==> config.mk <==
export PLATFORM = sky130hd
export DESIGN_NAME = pms_core
export DESIGN_NICKNAME = d
export VERILOG_FILES = /design/src/design/pms_pkg.sv /design/src/design/pms_core.sv
export SDC_FILE = /design/constraint.sdc
export NUM_CORES = 1
export LEC_CHECK = 0
export ABC_AREA = 1
export BUFFER_PORTS_ARGS = -buffer_cell sky130_fd_sc_hd__buf_2
export CAP_MARGIN = 10
export CORE_MARGIN = 5
export CORE_UTILIZATION = 37
export DETAILED_ROUTE_END_ITERATION = 10
export PLACE_DENSITY_LB_ADDON = 0.1
export SLEW_MARGIN = 10
export SYNTH_ARGS = -nofsm -noshare
export SYNTH_HDL_FRONTEND = slang
export SYNTH_SLANG_ARGS = --single-unit
export TNS_END_PERCENT = 5
==> constraint.sdc <==
create_clock -name clk -period 39.1 [get_ports clk]
set_input_delay 1.955 -clock clk [delete_from_list [all_inputs] [get_ports clk]]
set_output_delay 1.955 -clock clk [all_outputs]
set_load 0.05 [all_outputs]
==> src/design/pms_pkg.sv <==
// Package of constants and types for the priority mask and secure view block.
package pms_pkg;

  // ******************************************************************
  // Register map, byte addresses on the Avalon-MM slave
  // ******************************************************************
  localparam int          PMS_ADDR_W      = 12;
  localparam logic [11:0] PMS_OFS_MASK    = 12'h000;
  localparam logic [11:0] PMS_OFS_RUNNING = 12'h004;
  localparam logic [11:0] PMS_OFS_STATUS  = 12'h008;
  localparam logic [11:0] PMS_OFS_ENABLE  = 12'h00C;
  localparam logic [11:0] PMS_OFS_PRIO    = 12'h100;
  localparam logic [11:0] PMS_OFS_GROUP   = 12'h200;
  localparam int          PMS_NS_ALIAS_BIT = 11;
  localparam int          PMS_MAX_IRQ     = 32;

  // ******************************************************************
  // Field layouts and reset values
  // ******************************************************************
  localparam int          PMS_PRIO_W      = 8;
  localparam int          PMS_PRIO_TOP    = 7;
  localparam logic [7:0]  PMS_MASK_RST    = 8'h00;
  localparam logic [7:0]  PMS_PRIO_RST    = 8'h00;
  localparam logic [7:0]  PMS_IDLE_RUN    = 8'hFF;
  localparam int          PMS_STAT_VALID  = 31;
  localparam int          PMS_STAT_SIG    = 30;
  localparam int          PMS_STAT_ID_LSB = 8;

  typedef enum logic [1:0] {
    PMS_GRP_G0   = 2'h0,
    PMS_GRP_G1S  = 2'h1,
    PMS_GRP_G1NS = 2'h2
  } pms_group_t;

  // Best pending candidate travelling from the selector to the output stage.
  typedef struct packed {
    logic       valid;
    logic [4:0] id;
    logic [7:0] prio;
  } pms_cand_t;

endpackage

==> src/design/pms_core.sv <==
// Priority masking, pending selection and secure/non-secure priority views.
`timescale 1ns/1ns

// Summary of operation
// [RULE_01] Signal a pending interrupt only if its priority beats the mask threshold.
// [RULE_02] Mask resets to zero; zero threshold blocks every interrupt.
// [RULE_03] Mask comparison uses the full priority, no group split.
// [RULE_04] Never signal an interrupt at the idle (lowest supported) priority.
// [RULE_05] Writing 0xFF to the mask leaves the lowest supported priority.
// [RULE_06] Non-secure mask access reads zero, ignores writes while stored bit 7 is zero.
// [RULE_07] Priority fields implement 5 to 8 upper bits.
// [RULE_08] Secure accesses reach all implemented bits; unimplemented low bits read zero.
// [RULE_09] Secure reads of a priority field return the stored value untranslated.
// [RULE_10] Non-secure group 1 fields show secure or non-secure view by access security.
// [RULE_11] Non-secure reads show stored value shifted left, bit 0 zero.
// [RULE_12] Non-secure writes store value shifted right with bit 7 set.
// [RULE_13] After a secure write clears bit 7, non-secure read shows low bits shifted.
// [RULE_14] Non-secure writes still change such a field, always setting bit 7.
// [RULE_15] Running priority reads zero to non-secure reads while its bit 7 is zero.
// [RULE_16] Non-secure accesses see nothing of group 0 or secure group 1 priorities.
// [RULE_17] With five bits, secure reads step by 8, non-secure reads by 16.
// [RULE_18] Software should keep group 0 bit 7 clear and secure-written NS bit 7 set.
// [RULE_19] Software may probe range by writing 0xFF and reading back.
// [RULE_20] Rewriting a pending priority never loses nor doubles it; applies promptly.
// [RULE_21] Signalling also requires priority higher than the running priority.
// [RULE_22] Numerically smaller priority means higher priority.
module pms_core
  import pms_pkg::*;
#(
  parameter int NUM_IRQ   = 32,
  parameter int PRIO_BITS = 5
) (
  input  wire logic                  clk,
  input  wire logic                  rst,
  input  wire logic [PMS_ADDR_W-1:0] avs_address,
  input  wire logic                  avs_read,
  input  wire logic                  avs_write,
  input  wire logic [31:0]           avs_writedata,
  input  wire logic [3:0]            avs_byteenable,
  output logic      [31:0]           avs_readdata,
  output logic                       avs_waitrequest,
  input  wire logic [NUM_IRQ-1:0]    irq_pending,
  input  wire logic [7:0]            active_priority,
  output logic                       irq_signal,
  output logic      [4:0]            irq_id,
  output logic      [7:0]            irq_prio
);

  // ******************************************************************
  // Implemented priority bits
  // ******************************************************************
  // Unimplemented low bits are forced to zero on every store path except the 0xFF reset loads of the running priority and irq_prio.
  localparam logic [7:0] IMPL_MASK = 8'(8'hFF << (PMS_PRIO_W - PRIO_BITS)); // RULE_07
  localparam logic [7:0] IDLE_PRIO = IMPL_MASK;

  logic [7:0]         priority_mask_reg;
  logic [7:0]         running_priority_reg;
  logic [7:0]         prio_field [NUM_IRQ];
  pms_group_t         group_field [NUM_IRQ];
  logic [NUM_IRQ-1:0] irq_enable;
  pms_cand_t          best;
  logic               pass_gate;

  // ******************************************************************
  // Bus decode
  // ******************************************************************
  logic                     req;
  logic                     wr_go;
  logic                     non_secure;
  logic [PMS_ADDR_W-1:0]    ofs;
  logic                     hit_prio;
  logic                     hit_group;
  logic [4:0]               idx;
  logic                     idx_ok;
  logic [NUM_IRQ-1:0]       ns_visible;

  assign req        = avs_read | avs_write;
  assign wr_go      = avs_write & ~avs_waitrequest;
  assign non_secure = avs_address[PMS_NS_ALIAS_BIT];
  assign ofs        = {1'b0, avs_address[PMS_ADDR_W-2:0]};
  assign hit_prio   = (ofs & 12'hF00) == PMS_OFS_PRIO;
  assign hit_group  = (ofs & 12'hF00) == PMS_OFS_GROUP;
  assign idx        = ofs[6:2];
  assign idx_ok     = (ofs[7] == 1'b0) && (32'(idx) < NUM_IRQ);

  // Non-secure code only ever sees non-secure group 1 entries.
  generate
    for (genvar g = 0; g < NUM_IRQ; g++) begin : g_vis
      assign ns_visible[g] = group_field[g] == PMS_GRP_G1NS; // RULE_16
    end
  endgenerate

  // Secure view is raw storage; non-secure view is shifted and bit 0 reads zero.
  function automatic logic [7:0] ns_read_view(input logic [7:0] stored);
    return {stored[6:0], 1'b0} & {IMPL_MASK[6:0], 1'b0}; // RULE_11 RULE_13 RULE_17
  endfunction

  function automatic logic [7:0] ns_write_view(input logic [7:0] wdata);
    return {1'b1, wdata[7:1]} & IMPL_MASK; // RULE_12 RULE_14
  endfunction

  // ******************************************************************
  // Avalon-MM handshake
  // ******************************************************************
  // Every access takes exactly one wait cycle; reads are sampled on the
  // first edge and writes land on the edge that releases the master.
  always_ff @(posedge clk) begin
    if (rst) begin
      avs_waitrequest <= 1'b1;
    end else if (req && avs_waitrequest) begin
      avs_waitrequest <= 1'b0;
    end else begin
      avs_waitrequest <= 1'b1;
    end
  end

  logic [31:0] next_readdata;

  always_comb begin
    next_readdata = 32'h0000_0000;
    if (hit_prio && idx_ok) begin
      if (!non_secure) begin
        next_readdata[7:0] = prio_field[idx]; // RULE_09 RULE_10
      end else if (ns_visible[idx]) begin
        next_readdata[7:0] = ns_read_view(prio_field[idx]); // RULE_10
      end
    end else if (hit_group && idx_ok) begin
      if (!non_secure) begin
        next_readdata[1:0] = group_field[idx];
      end
    end else begin
      unique case (ofs)
        PMS_OFS_MASK: begin
          if (!non_secure) begin
            next_readdata[7:0] = priority_mask_reg;
          end else if (priority_mask_reg[PMS_PRIO_TOP]) begin
            next_readdata[7:0] = ns_read_view(priority_mask_reg); // RULE_06
          end
        end
        PMS_OFS_RUNNING: begin
          if (!non_secure) begin
            next_readdata[7:0] = running_priority_reg;
          end else if (running_priority_reg[PMS_PRIO_TOP]) begin
            next_readdata[7:0] = ns_read_view(running_priority_reg); // RULE_15
          end
        end
        PMS_OFS_STATUS: begin
          if (!non_secure || !best.valid || ns_visible[best.id]) begin
            next_readdata[PMS_STAT_VALID]              = best.valid;
            next_readdata[PMS_STAT_SIG]                = irq_signal;
            next_readdata[PMS_STAT_ID_LSB +: 5]        = best.id;
            next_readdata[7:0] = non_secure ? ns_read_view(best.prio) : best.prio;
          end
        end
        PMS_OFS_ENABLE: begin
          next_readdata[NUM_IRQ-1:0] = non_secure ? (irq_enable & ns_visible) : irq_enable;
        end
        default: begin
          next_readdata = 32'h0000_0000;
        end
      endcase
    end
  end

  always_ff @(posedge clk) begin
    if (rst) begin
      avs_readdata <= 32'h0000_0000;
    end else if (avs_read && avs_waitrequest) begin
      avs_readdata <= next_readdata;
    end
  end

  // ******************************************************************
  // Priority mask and running priority
  // ******************************************************************
  always_ff @(posedge clk) begin
    if (rst) begin
      priority_mask_reg <= PMS_MASK_RST; // RULE_02
    end else if (wr_go && ofs == PMS_OFS_MASK && avs_byteenable[0]) begin
      if (!non_secure) begin
        priority_mask_reg <= avs_writedata[7:0] & IMPL_MASK; // RULE_05 RULE_08
      end else if (priority_mask_reg[PMS_PRIO_TOP]) begin
        priority_mask_reg <= ns_write_view(avs_writedata[7:0]); // RULE_06
      end
    end
  end

  // The running priority tracks the highest active priority of the interface.
  always_ff @(posedge clk) begin
    if (rst) begin
      running_priority_reg <= PMS_IDLE_RUN;
    end else begin
      running_priority_reg <= active_priority & IMPL_MASK;
    end
  end

  // ******************************************************************
  // Per-interrupt priority, group and enable storage
  // ******************************************************************
  generate
    for (genvar n = 0; n < NUM_IRQ; n++) begin : g_irq
      logic sel;
      assign sel = wr_go && idx_ok && (32'(idx) == n);

      always_ff @(posedge clk) begin
        if (rst) begin
          prio_field[n] <= PMS_PRIO_RST;
        end else if (sel && hit_prio && avs_byteenable[0]) begin
          if (!non_secure) begin
            prio_field[n] <= avs_writedata[7:0] & IMPL_MASK; // RULE_08
          end else if (ns_visible[n]) begin
            prio_field[n] <= ns_write_view(avs_writedata[7:0]); // RULE_12 RULE_14
          end
        end
      end

      always_ff @(posedge clk) begin
        if (rst) begin
          group_field[n] <= PMS_GRP_G0;
        end else if (sel && hit_group && !non_secure && avs_byteenable[0]) begin
          group_field[n] <= pms_group_t'(avs_writedata[1:0]);
        end
      end

      always_ff @(posedge clk) begin
        if (rst) begin
          irq_enable[n] <= 1'b0;
        end else if (wr_go && ofs == PMS_OFS_ENABLE && avs_byteenable[n / 8]) begin
          if (!non_secure || ns_visible[n]) begin
            irq_enable[n] <= avs_writedata[n];
          end
        end
      end
    end
  endgenerate

  // ******************************************************************
  // Pending selection and signalling
  // ******************************************************************
  // The best candidate is recomputed every cycle from live storage, so a
  // priority rewrite takes effect on the next edge and the pending state
  // itself is never touched here; nothing is lost or duplicated.
  always_comb begin
    best = '{valid: 1'b0, id: 5'h00, prio: IDLE_PRIO};
    for (int i = 0; i < NUM_IRQ; i++) begin
      if (irq_pending[i] && irq_enable[i]) begin
        if (!best.valid || prio_field[i] < best.prio) begin // RULE_22 RULE_20
          best.valid = 1'b1;
          best.id    = 5'(i);
          best.prio  = prio_field[i];
        end
      end
    end
  end

  // Full priorities are compared; grouping is handled outside this block.
  assign pass_gate = best.valid
                  && (best.prio < priority_mask_reg)     // RULE_01 RULE_02 RULE_03
                  && (best.prio < running_priority_reg)  // RULE_21
                  && (best.prio != IDLE_PRIO);           // RULE_04

  always_ff @(posedge clk) begin
    if (rst) begin
      irq_signal <= 1'b0;
      irq_id     <= 5'h00;
      irq_prio   <= PMS_IDLE_RUN;
    end else begin
      irq_signal <= pass_gate;
      irq_id     <= best.id;
      irq_prio   <= best.prio;
    end
  end

endmodule

==> reports/qor.yml <==
floorplanning:
  core.rowCount: 96
  initial_utilization_pct: 37.1
  die-area_sq_um: 73800
  fp.coreArea_sq_um: 68200
  die_h_um: 272
  die_w_um: 272
  io_pins: 139
final_layout:
  regMostFlops: "prio_field"
  area_delta_synth_final_pct: 11.7
  drive_gt1_share_pct: 15.4
  final_nets: 3909
  fin_util_pct: 41.5
  largest_reg_flops: 160
  top_regs: "prio_field (160), group_field (64)"
  num-fill-cells: 7315
  stdcell_count: 4655
critical_path:
  crit_type: "input pin to flop"
  critical_path_required_ps: 39560
  cpMostUsedCell: "nand2_1"
  crit_path_end_kind: "flop"
  cpMaxStageDelayCell: "ha_1"
  cp_max_fo: 12
  start_kind: "input pin"
  crit_arrival_ps: 35810
  critPathMaxStageDelay_ps: 320
yosys:
  ys_ff_latch: 312
  synth_edf_count: 224
  synth_area_sq_um: 25300
  ys_seq_area_share_pct: 33.5
  synth_most_common_cell: "nand2_1"
  synthFlopType: "edfxtp_1"
  synth_cell_types: 58
  async_reset_ff_share_pct: 0
  syn_area_per_cell_sq_um: 7.01
  netlist_top_cells_area: "edfxtp_1, nand2_1, nand3_1"
  yosysTopAreaCell: "edfxtp_1"
  synth_cells: 3615
  netlist_top_cells_count: "nand2_1, nand3_1, inv_1"
  yosys_warnings: 0
  yosysTopAreaCellShare_pct: 26.6
  syn_nets: 3781
place:
  gp_congestion: 0.887
  port_buffers: 135
  hpwlAfterDp_um: 73100
  place_ws_ps: 467
  dp.cells: 4586
sta:
  worst_pin_slew_ps: 1130
  setup_viol: 0
  finalCriticalPeriod_ps: 35350
  rsz0062_at_grt: "no"
  setup_ws_ps: 3750
  fin_skew_ps: 30.1
  fmax_ghz: 0.0283
  fin_tns_setup_ps: 0
  slew_viol_final: 0
  maxSlewHeadroom_pct: 24.4
  hold_viol: 0
  finalCritPeriodShare_pct: 90.4
cts:
  clockBufferDepth: 3
  tritoncts: "built"
  ctsHtreeMaxLevel: 2
  cts.sinks: 312
  cts_root_buf: "clkbuf_16"
  clk_latency_ps: 570
  cts_made_buffers: 37
  path_clk_slew_ps: 50
global_routing:
  grt_pass1_wl_um: 148000
  antenna_found_initial: 4
  grt_usage_pct: 25.9
  grt_max_degree: 65
  grt_pass1_vias: 23400
  grt.overflow.total: 0
detailed_routing:
  drtIter0Drc: 2383
  drt_wl_total_um: 99800
  via_per_inst: 5.44
  route.vias.total: 25300
  first_pass_iters: 5
  ant_nets: 0
  routedWlPerCell_um: 21.4
  drc_errors: 0
worst_hold_path:
  hold_class: "flop to flop"
pwr:
  p_int_uw: 582
  p_seq_share_pct: 46.3
  swShare_pct: 27.4
  clockPowerShare_pct: 43.0
  p_sw_uw: 220
  peakVddDrop_v: 0.0000258
  pwr-share-comb_pct: 10.8
  powerDensity_nw_per_um2: 28.3
  power.static_leakage_nw: 13.1
  power_uw: 801
flow_run:
  maxCapViolCount: 0
outcome:
  status: "finished clean"
[layout make-up]
cell class / instances / area [sq um] / area share, %
diodes: 1 / 2.50 / 0.00884
clock buffers: 59 / 1100 / 3.89
clock inverters: 9 / 76.3 / 0.270
inverters: 503 / 1910 / 6.74
multi-input cells: 2635 / 14000 / 49.6
flip-flops and latches: 312 / 8490 / 30.0
well taps: 882 / 1100 / 3.90
repair buffers: 254 / 1590 / 5.63
[layout by cell type (no fill, tap or decap), types with 5 or more instances in the layout]
cell type,instances
a21oi_2,8
a22oi_1,28
dfxtp_1,88
nand2_4,71
inv_1,479
clkbuf_1,15
nand4_1,45
nor3_1,52
clkbuf_16,39
a311oi_1,6
clkinv_1,13
nand3_1,524
inv_2,11
nor2_2,19
o21bai_1,47
o21ai_2,7
buf_2,135
o21ai_1,44
ha_1,74
o21ai_0,234
nand3_2,46
o22ai_1,65
buf_4,117
nor2_4,6
clkbuf_8,5
a21oi_1,60
edfxtp_1,224
a211oi_1,6
nand2_2,91
o211ai_1,8
a221oi_1,18
or2_2,5
a31oi_1,19
nand2_1,724
nor2_1,363
nor4_1,9
o2111ai_1,15
o221ai_1,8
[what timing repair did]
action                     in CTS  in global routing
setup endpoints to repair       0                 23
setup buffers                   0                  0
resized for setup               0                 57
hold buffers                    0                  0
[power groups by stage]
| stage | Sequential [mW] | Clock [mW] | Combinational [mW] |
|---|---|---|---|
| 6_report | 0.371 | 0.344 | 0.0864 |
| 2_1_floorplan | 0.376 | 0 | 0.0462 |
| 3_3_place_gp | 0.377 | 0 | 0.0841 |
| 3_5_place_dp | 0.378 | 0 | 0.0839 |
| 5_1_grt | 0.372 | 0.360 | 0.0910 |
| 4_1_cts | 0.371 | 0.347 | 0.0843 |
[critical path, delay by kind of cell]
kind,cells,cell delay [ps]
adder cells (fa/ha/maj),32,9290
AND/OR/NAND/NOR,196,16640
AO/OA/AOI/OAI,42,6520
buffers and inverters,14,1230
[through the flow]
step / area [sq um] / hold WS, ps
final: 28300 / 452
after global routing: 28300 / 481
after CTS: 28300 / 454
after detailed placement: 27100 / 440
after global placement: 27100 / 439
after floorplan: 25300 / 438
[path summary, 6_finish.rpt]
| check | start | to | slack, ps | cells past startpoint |
|---|---|---|---|---|
| setup / recovery | irq_pending[0] | irq_signal$_SDFF_PP0_ | 3750 | 284 |
| hold / removal | avs_waitrequest$_SDFF_PP1_ | avs_waitrequest$_SDFF_PP1_ | 450 | 1 |
| hold reg to reg | avs_waitrequest$_SDFF_PP1_ | avs_waitrequest$_SDFF_PP1_ | 450 | 1 |
| setup reg to reg | irq_enable[0]$_SDFFE_PP0P_ | irq_signal$_SDFF_PP0_ | 4790 | 283 |
[logic make-up after synthesis]
group,Yosys count,share of synthesized area [%]
AOI/OAI and AO/OA,589,14.0
and+or+nand+nor,1972,37.3
DFF,312,33.5
buffers and inverters,668,11.5
adders and majority gates,74,3.65
[routing by layer]
metal  wire length (um)  global-route usage (%)  up-vias
met5                 14                       0        -
met4               2160                    5.24        4
met3               8010                    4.83      150
met2              42900                    40.1      986
met1              46600                    38.0    11800
li1                   -                       -    12400
(Power assumes the default switching activity.)
